File: src/iec_pkg.sv
package iec_pkg;

   ////////////////////////////////////////////////////////////////////////////
   // Bus map (byte addresses)
   localparam logic [7:0] IEC_OFS_CTRL   = 8'h00;
   localparam logic [7:0] IEC_OFS_SWCTL  = 8'h04;
   localparam logic [7:0] IEC_OFS_LOAD   = 8'h08;
   localparam logic [7:0] IEC_OFS_COUNT  = 8'h0C;
   localparam logic [7:0] IEC_OFS_STATUS = 8'h10;

   // Control register fields
   localparam int IEC_CTRL_WIDE  = 0;
   localparam int IEC_CTRL_MODE  = 1;
   localparam int IEC_CTRL_DOWN  = 3;
   localparam int IEC_CTRL_LEVEL = 4;
   localparam int IEC_CTRL_RSRC  = 5;
   localparam int IEC_CTRL_IDXEN = 7;
   localparam int IEC_CTRL_QUAD  = 8;
   localparam logic [31:0] IEC_CTRL_RST = 32'h0000_0000;

   // Software control fields
   localparam int IEC_SW_HOLD  = 0;
   localparam int IEC_SW_RESET = 1;
   localparam int IEC_SW_LOAD  = 2;

   // Status fields
   localparam int IEC_ST_DIR   = 0;
   localparam int IEC_ST_HOME  = 1;
   localparam int IEC_ST_SYNC  = 2;
   localparam int IEC_ST_OVF   = 3;
   localparam int IEC_ST_UNF   = 4;
   localparam int IEC_ST_WIRE  = 7;

   // Range limits
   localparam logic [31:0] IEC_MAX32 = 32'h7FFF_FFFF;
   localparam logic [31:0] IEC_MIN32 = 32'h8000_0000;
   localparam logic [31:0] IEC_MAX16 = 32'h0000_7FFF;
   localparam logic [31:0] IEC_MIN16 = 32'hFFFF_8000;
   localparam logic [31:0] IEC_ZERO  = 32'h0000_0000;

   // Counting modes and reset sources
   typedef enum logic [1:0] {
      IEC_CONT   = 2'h0,
      IEC_SINGLE = 2'h1,
      IEC_PERIOD = 2'h2
   } iec_mode_t;

   typedef enum logic [1:0] {
      IEC_RV_ZERO = 2'h0,
      IEC_RV_MIN  = 2'h1,
      IEC_RV_MAX  = 2'h2,
      IEC_RV_LOAD = 2'h3
   } iec_rsrc_t;

   // Encoder pair levels, true and inverted lines
   typedef struct packed {
      logic a;
      logic a_n;
      logic b;
      logic b_n;
      logic n;
      logic n_n;
   } iec_enc_t;

   // Bus slave state
   typedef enum logic [1:0] {
      IEC_BUS_IDLE  = 2'b01,
      IEC_BUS_WRITE = 2'b10
   } iec_bus_t;

endpackage

File: src/iec_counter.sv
`timescale 1ns/1ps
////////////////////////////////////////////////////////////////////////////////
module iec_counter (
   input  wire logic              mclk,
   input  wire logic              rst_n,
   input  wire iec_pkg::iec_enc_t enc,
   input  wire logic              hw_hold,
   input  wire logic              hw_reset,
   input  wire logic              module_stop,
   input  wire logic              scan_tick,
   input  wire logic [31:0]       haddr,
   input  wire logic [1:0]        htrans,
   input  wire logic              hwrite,
   input  wire logic [2:0]        hsize,
   input  wire logic              hsel,
   input  wire logic              hready,
   input  wire logic [31:0]       hwdata,
   output logic [31:0]            hrdata,
   output logic                   hreadyout,
   output logic                   hresp,
   output logic [7:0]             status
);
   import iec_pkg::*;

   typedef struct packed {
      iec_enc_t    s1;
      iec_enc_t    s2;
      logic        a_d;
      logic        b_d;
      logic        n_d;
      logic [31:0] ctrl;
      logic [2:0]  sw;
      logic [31:0] load;
      logic [31:0] cnt;
      logic        frozen;
      logic        dir;
      logic        home;
      logic        sync;
      logic        ovf;
      logic        unf;
      logic        wire_err;
      logic        hold_d;
      logic        rst_d;
      logic        stop_d;
      iec_bus_t    bus;
      logic [7:0]  wofs;
      logic [31:0] rdata;
   } iec_state_t;

   iec_state_t r;
   iec_state_t next_r;

   ////////////////////////////////////////////////////////////////////////////
   // Combinational helpers
   logic        wide;
   logic        main_down;
   logic        level_rst;
   iec_mode_t   mode;
   iec_rsrc_t   rsrc;
   logic [31:0] vmax;
   logic [31:0] vmin;
   logic [31:0] rval;
   logic        hold_in;
   logic        rst_in;
   logic        up_step;
   logic        dn_step;
   logic        do_reset;
   logic        do_load;
   logic        in_range;
   logic [31:0] sext;
   logic        bus_take;

   always_comb begin
      wide      = r.ctrl[IEC_CTRL_WIDE];
      mode      = iec_mode_t'(r.ctrl[IEC_CTRL_MODE +: 2]);
      main_down = r.ctrl[IEC_CTRL_DOWN];
      level_rst = r.ctrl[IEC_CTRL_LEVEL];
      rsrc      = iec_rsrc_t'(r.ctrl[IEC_CTRL_RSRC +: 2]);
      vmax      = wide ? IEC_MAX32 : IEC_MAX16;
      vmin      = wide ? IEC_MIN32 : IEC_MIN16;
      hold_in   = hw_hold | r.sw[IEC_SW_HOLD];
      rst_in    = hw_reset | r.sw[IEC_SW_RESET]
                | (r.ctrl[IEC_CTRL_IDXEN] & r.s2.n & ~r.n_d);
      // Step on any A edge; direction from B level (x2-style decode)
      up_step   = (r.s2.a & ~r.a_d & ~r.s2.b)
                | (~r.s2.a & r.a_d & r.s2.b);
      dn_step   = (r.s2.a & ~r.a_d & r.s2.b)
                | (~r.s2.a & r.a_d & ~r.s2.b);
      case (rsrc)
         IEC_RV_MIN:  rval = vmin;
         IEC_RV_MAX:  rval = (mode == IEC_CONT) ? IEC_ZERO : vmax;
         IEC_RV_LOAD: rval = r.load;
         default:     rval = IEC_ZERO;
      endcase
      if (level_rst) begin
         // Fire on the release of hold while reset is still up or drops now
         do_reset = (rst_in & ~hold_in & ~r.rst_d)
                  | (~hold_in & r.hold_d & r.rst_d);
      end else begin
         do_reset = rst_in & ~r.rst_d;
      end
      do_load  = r.sw[IEC_SW_LOAD];
      sext     = {{16{r.cnt[15]}}, r.cnt[15:0]};
      in_range = wide || (r.cnt == sext);
      bus_take = hsel & hready & htrans[1];
   end

   ////////////////////////////////////////////////////////////////////////////
   // Next state
   always_comb begin
      next_r = r;
      next_r.s1  = enc;
      next_r.s2  = r.s1;
      next_r.a_d = r.s2.a;
      next_r.b_d = r.s2.b;
      next_r.n_d = r.s2.n;
      next_r.hold_d = hold_in;
      next_r.rst_d  = rst_in;
      next_r.stop_d = module_stop;
      // Scan-long flags drop at each scan tick
      if (scan_tick) begin
         next_r.ovf = 1'b0;
         next_r.unf = 1'b0;
      end
      next_r.wire_err = r.ctrl[IEC_CTRL_QUAD]
         & ((r.s2.a == r.s2.a_n) | (r.s2.b == r.s2.b_n)
            | (r.s2.n == r.s2.n_n));

      if (do_reset) begin
         next_r.cnt    = rval;
         next_r.frozen = 1'b0;
         next_r.home   = 1'b1;
         next_r.sync   = 1'b1;
      end else if (do_load) begin
         next_r.cnt    = r.load;
         next_r.frozen = 1'b0;
         next_r.home   = 1'b0;
      end else if (~hold_in & ~r.frozen & (up_step | dn_step)) begin
         next_r.home = 1'b0;
         next_r.dir  = dn_step;
         if (up_step) begin
            if (r.cnt == vmax || (!wide && r.cnt == IEC_MAX32)) begin
               next_r.cnt = vmin;
               if (in_range && (mode == IEC_CONT || !main_down)) begin
                  next_r.ovf = 1'b1;
                  next_r.frozen = (mode == IEC_SINGLE);
               end
            end else begin
               next_r.cnt = r.cnt + 32'h0000_0001;
            end
         end else begin
            if (r.cnt == vmin) begin
               next_r.cnt = vmax;
               if (mode == IEC_CONT || main_down) begin
                  next_r.unf = 1'b1;
                  next_r.frozen = (mode == IEC_SINGLE);
               end
            end else begin
               next_r.cnt = r.cnt - 32'h0000_0001;
            end
         end
      end
      if (!wide && in_range) begin
         next_r.cnt = {{16{next_r.cnt[15]}}, next_r.cnt[15:0]};
      end

      // Software controls are one-shot except hold
      next_r.sw[IEC_SW_RESET] = 1'b0;
      next_r.sw[IEC_SW_LOAD]  = 1'b0;

      // Bus slave: writes land in the data phase
      next_r.bus = IEC_BUS_IDLE;
      case (r.bus)
         IEC_BUS_WRITE: begin
            case (r.wofs)
               IEC_OFS_CTRL:  next_r.ctrl = hwdata;
               IEC_OFS_SWCTL: next_r.sw   = hwdata[2:0];
               IEC_OFS_LOAD:  next_r.load = hwdata;
               default: ;
            endcase
         end
         default: ;
      endcase
      if (bus_take && hwrite) begin
         next_r.bus  = IEC_BUS_WRITE;
         next_r.wofs = haddr[7:0];
      end else if (bus_take) begin
         case (haddr[7:0])
            IEC_OFS_CTRL:   next_r.rdata = r.ctrl;
            IEC_OFS_SWCTL:  next_r.rdata = {29'h0000_0000, r.sw};
            IEC_OFS_LOAD:   next_r.rdata = r.load;
            IEC_OFS_COUNT:  next_r.rdata = r.cnt;
            IEC_OFS_STATUS: next_r.rdata = {24'h00_0000, status};
            default:        next_r.rdata = 32'h0000_0000;
         endcase
      end

      // Module stop: dir, home, ovf, unf and software controls cleared; sync and count kept
      if (module_stop & ~r.stop_d) begin
         next_r.sw   = 3'b000;
         next_r.dir  = 1'b0;
         next_r.home = 1'b0;
         next_r.ovf  = 1'b0;
         next_r.unf  = 1'b0;
      end
   end

   always_ff @(posedge mclk or negedge rst_n) begin
      if (!rst_n) begin
         r      <= '0;
         r.ctrl <= IEC_CTRL_RST;
         r.bus  <= IEC_BUS_IDLE;
      end else begin
         r <= next_r;
      end
   end

   ////////////////////////////////////////////////////////////////////////////
   // Outputs
   logic [7:0] status_q;
   always_ff @(posedge mclk or negedge rst_n) begin
      if (!rst_n) begin
         status_q <= 8'h00;
      end else begin
         status_q <= {next_r.wire_err, 2'b00, next_r.unf, next_r.ovf,
                      next_r.sync, next_r.home, next_r.dir};
      end
   end
   assign status    = status_q;
   assign hrdata    = r.rdata;
   assign hreadyout = 1'b1;
   assign hresp     = 1'b0;
endmodule

File: config.mk
export PLATFORM = sky130hd
export DESIGN_NAME = iec_counter
export DESIGN_NICKNAME = d
export VERILOG_FILES = /design/src/iec_pkg.sv /design/src/iec_counter.sv
export SDC_FILE = /design/constraint.sdc
export NUM_CORES = 1
export LEC_CHECK = 0
export ABC_AREA = 0
export BUFFER_PORTS_ARGS = -buffer_cell sky130_fd_sc_hd__buf_2
export CAP_MARGIN = 20
export CORE_ASPECT_RATIO = 1.1
export CORE_MARGIN = 10
export CORE_UTILIZATION = 30
export DETAILED_ROUTE_END_ITERATION = 8
export PLACE_DENSITY_LB_ADDON = 0.08
export RECOVER_POWER = 25
export SYNTH_ARGS = -nofsm -noshare
export SYNTH_HDL_FRONTEND = slang
export SYNTH_SLANG_ARGS = --single-unit
File: constraint.sdc
create_clock -name mclk -period 3.7 [get_ports mclk]
set_clock_uncertainty 0.15 [all_clocks]
set_input_delay 0.555 -clock mclk [delete_from_list [all_inputs] [get_ports mclk]]
set_output_delay 0.555 -clock mclk [all_outputs]
set_load 0.005 [all_outputs]
; Yosys cells after proc, flatten, opt, wreduce, memory -nomap -nowiden
; Cells that the tools add are included.
[word_totals]
register_bits = 170
inputBits = 84
out_inout_bits = 42
[op_classes]
muxes = 39
n_addsub = 2
n_reduce_logical = 24
eq_ne = 20
bitwise_logic = 37
[ops]
columns = cell, count
row1 = $pmux 32 s5, 1
row2 = $mux 32, 4
row3 = $mux 33, 3
row4 = $pmux 32 s3, 1
row5 = $mux 31, 3
row6 = $mux 35, 2
row7 = $add 32x1->32 const B, 1
row8 = $eq 32x31->1, 1
row9 = $eq 32x31->1 const B, 1
row10 = $eq 32x32->1, 1
row11 = $sub 32x1->32 const B, 1
row12 = $eq 8x4->1 const B, 3
row13 = $and 1x1->1, 19
row14 = $eq 16x16->1, 1
row15 = $eq 8x3->1 const B, 2
row16 = $logic_not 8->1, 2
row17 = $mux 1, 16
row18 = $mux 2, 6
row19 = $reduce_bool 4->1, 3
row20 = $mux 10, 1
row21 = $not 1->1, 9
row22 = $or 1x1->1, 9
row23 = $eq 8x5->1 const B, 1
row24 = $ne 4x2->1 const B, 2
row25 = 12 further kinds, 29

; Depth between registers and ports, before layout
[logic_depth]
word_depth = 10
ltp_mapped = 11
depth_no_buf = 9

; Least setup slack after synthesis
; Ideal clock, no wire load.
[synth_timing]
path_type = reg2reg
start = reg r[52] in the netlist's numbering
end = reg r[78] in the netlist's numbering
setup_slack_ps = 1057
stages_incl_launch_ff = 10
setup_ps = 134
arrival_ps = 2358
required_ps = 3416
path_buffers = 0
path_cell_list = dfrtp_1 inv_1 ha_1 nor4bb_1 nand4_1 or4_4 o211ai_2 a2111oi_0 a2111oi_0 o21ai_0
[synth_between]
elab_chain_cells = 9
[synth_lines]
columns = element, line_no
row1 = "start, declared", iec_counter.sv:50  ; iec_state_t r;
row2 = "start signal, assigned", iec_counter.sv:214  ; r <= next_r;
row3 = branches (longest 4 deep; another with $sub 32x1->32), n/a
row4 = $mux 33 *, iec_counter.sv:141  ; if (up_step) begin
row5 = $mux 35 *, iec_counter.sv:138  ; end else if (~hold_in & ~r.frozen & (up_step | dn_step)) begin
row6 = $mux 33 *, iec_counter.sv:134  ; end else if (do_load) begin
row7 = $mux 33 *, iec_counter.sv:129  ; if (do_reset) begin
row8 = $mux 32 *, iec_counter.sv:163  ; if (!wide && in_range) begin
; Every way passes the cells marked *. The select of a mux whose other input is x is not followed.
; A chain may end at the register's enable or synchronous reset.

; Worst setup path in the final report
[layout_timing]
start = reg r[53] in the netlist's numbering
end = reg r[78] in the netlist's numbering
; The elaborated chain is that of the path after synthesis.

==> results.json <==
{
  "cp-start-kind": "flip-flop",
  "synth_cells": 1033,
  "cts_htree_levels": 4,
  "final_max_slew_viol_count": 76,
  "syn-mean-instance-area_um2": 9.49,
  "drtPass1Iterations": 5,
  "routed_via_density": 5.60,
  "first_pass_grt_wire_length_um": 55700,
  "worst-path-max-fanout": 8,
  "hold-worst-slack_ns": 0.0744,
  "detailedPlacementHpwl_um": 26900,
  "post_cts.resized_instances": 0,
  "synth_top_cells_by_area": "sky130_fd_sc_hd__dfrtp_1, sky130_fd_sc_hd__mux2_2, sky130_fd_sc_hd__nand2_1",
  "cts_num_sinks": 165,
  "number_of_global_route_vias_before_repair": 8699,
  "overall_power_after_layout_mw": 4.70,
  "highest_routed_layer": "met4",
  "synthAdderAreaFrac_pct": 0.765,
  "ys_ff_latch": 165,
  "netlist.top_cell.by_area": "sky130_fd_sc_hd__dfrtp_1",
  "pre_cts_slack_ns": 0.347,
  "io_buffer_count": 93,
  "die_area_mm2": 0.0403,
  "io_count": 126,
  "critical_path_required_ns": 3.83,
  "violations_in_the_final_reports": "max-capacitance violations, max-slew violations",
  "placed_cells_incl_taps": 1494,
  "count_of_hold_fix_buffers_inserted_at_cts": 0,
  "detail_route.drc_violations": 0,
  "routed-via-count": 8547,
  "run_status": "finished with violations",
  "initial_core_util_pct": 30.4,
  "fin_crit_sh_pct": 91.2,
  "leak_pwr_nw": 4.67,
  "drive_gt1_share_pct": 26.1,
  "number_of_antenna_violations_at_the_first_check_in_global_routing": 1,
  "combinational_family_with_the_most_area_after_synthesis": "compound AO/OA/AOI/OAI gates",
  "die_height_um": 210,
  "detailroute.wirelength.met2_um": 16400,
  "final.min_clock_period_ns": 3.38,
  "final_net_count": 1177,
  "max_clock_freq_mhz": 296,
  "slew_headroom_pct": -29.8,
  "post-route-util_pct": 34.7,
  "post_synth_and_or_nand_nor_area_fraction_pct": 18.7,
  "floorplan.core_area_mm2": 0.0323,
  "timing.critical_path.to_type": "flip-flop",
  "proportion_of_synthesized_area_in_mux_cells_pct": 8.19,
  "cap_violations": 1,
  "worstMarginPinSlew_ns": 1.95,
  "fin_area_mm2": 0.0112,
  "insertedDiodeCount": 0,
  "drt-total-wl_um": 36200,
  "tritoncts": "yes",
  "cts.clk_slew.worst_paths_ns": 0.07,
  "cts_max_path_buffers": 2,
  "rows": 69,
  "synth-edff-count": 0,
  "timing.final.hold_violations": 0,
  "peak_supply_drop_mv": 0.273,
  "antenna_violating_nets_post_route": 0,
  "rsz0062_at_grt": "no",
  "postSynth.asyncResetShare_pct": 100,
  "grt.overflow.total": 0,
  "clock_tree.root_cell": "sky130_fd_sc_hd__clkbuf_16",
  "die_width_um": 192,
  "m1WireLength_um": 17400,
  "synth_compound_area_share_pct": 20.1,
  "synth_top_cell_area_share_pct": 41.8,
  "critical_path_class": "reg -> reg",
  "fin_tns_setup_ns": 0,
  "number_of_different_library_cells_in_the_post_synthesis_netlist": 87,
  "cts_post_setup_buffers_inserted": 0,
  "gpl.final_weighted_congestion": 0.931,
  "timing.final.setup_violations": 0,
  "ys.flop_type": "sky130_fd_sc_hd__dfrtp_1",
  "yosys.area_share.xor_xnor_pct": 2.59,
  "min-delay-path-class": "in -> reg",
  "tritoncts.num_buffers": 17,
  "wire_length_on_met3_um": 1690,
  "maximum_number_of_pins_on_one_net_before_global_route_repair": 76,
  "power_per_cell_area_mw_per_mm2": 419,
  "synth_commonest_cells": "sky130_fd_sc_hd__dfrtp_1, sky130_fd_sc_hd__nand2_1, sky130_fd_sc_hd__o21ai_0",
  "detailedRoute.firstIterationViolations": 767,
  "critical_path_arrival_ns": 3.50,
  "worst_skew_pair_latency_ns": 0.44,
  "seq_area_frac_synth_pct": 42.1,
  "overall_track_demand_over_capacity_in_global_routing_pct": 17.9,
  "wire_per_inst_um": 23.7,
  "synthesis.area_mm2": 0.00981,
  "finish.cell_count_without_fillers": 1526,
  "post-synth-top-count-cell": "sky130_fd_sc_hd__dfrtp_1",
  "area_growth_syn_to_layout_pct": 14.3,
  "yosys_warnings": 0,
  "postPlaceCellArea_mm2": 0.0107,
  "finalWorstSetupSlack_ns": 0.324
}
worst paths after layout:
path                       slack (ns)     endpoint  cells past startpoint        start
setup / recovery                 0.32        r[78]                      9        r[53]
hold / removal                   0.07  next_r[155]                      1       enc[1]
setup reg to reg                 0.32        r[78]                      9        r[53]
hold reg to reg                  0.20  next_r[151]                      0  next_r[155]
max in group asynchronous        0.83        r[71]                      2        rst_n
min in group asynchronous        0.52        r[33]                      1        rst_n
routing by layer:
layer	vias to the layer above	global-route usage (%)
met2	235	27.0
met1	4312	25.8
met5	-	0
met3	42	2.85
li1	3958	-
met4	0	5.16
area by class of cell:
type	count	area, um2
clock buffer	18	439
clock inverter	14	141
fill	3390	21100
inverter	17	63.8
multi-input combinational	732	4970
sequential	165	4130
tap	426	533
timing repair buffer	154	931
flip-flops by register name (all words and copies together), names as in the netlist:
signal,flops
level_rst,1
next_r,9
main_down,1
status,6
hrdata,32
r,113
mode,2
do_load,1
placed cells by master, fill, tap and decap left out, drive strengths merged, types with 8 or more instances in the layout:
| cell | n |
|---|---|
| a21oi | 43 |
| nand2b | 8 |
| mux2 | 64 |
| buf | 150 |
| nor2b | 8 |
| nand4 | 21 |
| dfrtp | 164 |
| nor2 | 51 |
| o21ai | 87 |
| nor4 | 22 |
| clkbuf | 22 |
| inv | 24 |
| nand2 | 114 |
| xnor2 | 24 |
| a31oi | 9 |
| nor3 | 33 |
| and4 | 10 |
| and3 | 9 |
| a211oi | 8 |
| nand3 | 29 |
| o211ai | 12 |
| a222oi | 26 |
| a221oi | 25 |
critical path, cell delays in order, from the launching register on:
cell	delay (ns)
sky130_fd_sc_hd__dfrtp_1	0.49
sky130_fd_sc_hd__inv_1	0.12
sky130_fd_sc_hd__ha_1	0.13
sky130_fd_sc_hd__nor4bb_1	0.38
sky130_fd_sc_hd__nand4_1	0.19
sky130_fd_sc_hd__or4_4	0.50
sky130_fd_sc_hd__o211ai_2	0.41
sky130_fd_sc_hd__a2111oi_0	0.15
sky130_fd_sc_hd__a2111oi_0	0.55
sky130_fd_sc_hd__o21ai_0	0.15
logic make-up (layout without fill, tap and decap cells):
logic type,count (synthesis),after routing
adders and majority gates,6,6
buffers and inverters,138,203
AOI/OAI and AO/OA,276,276
muxes,71,71
and+or+nand+nor,346,346
other,2,4
xor gates and xnor gates,29,29
DFF,165,165
power by group:
group / leakage [nW] / switching (mW) / total (mW) / internal, mW
combinational: 2.28 / 0.462 / 0.787 / 0.326
clock: 0.279 / 0.824 / 1.79 / 0.967
sequential: 2.12 / 0.213 / 2.12 / 1.91
Note: power is estimated with default switching activity, not from simulation.
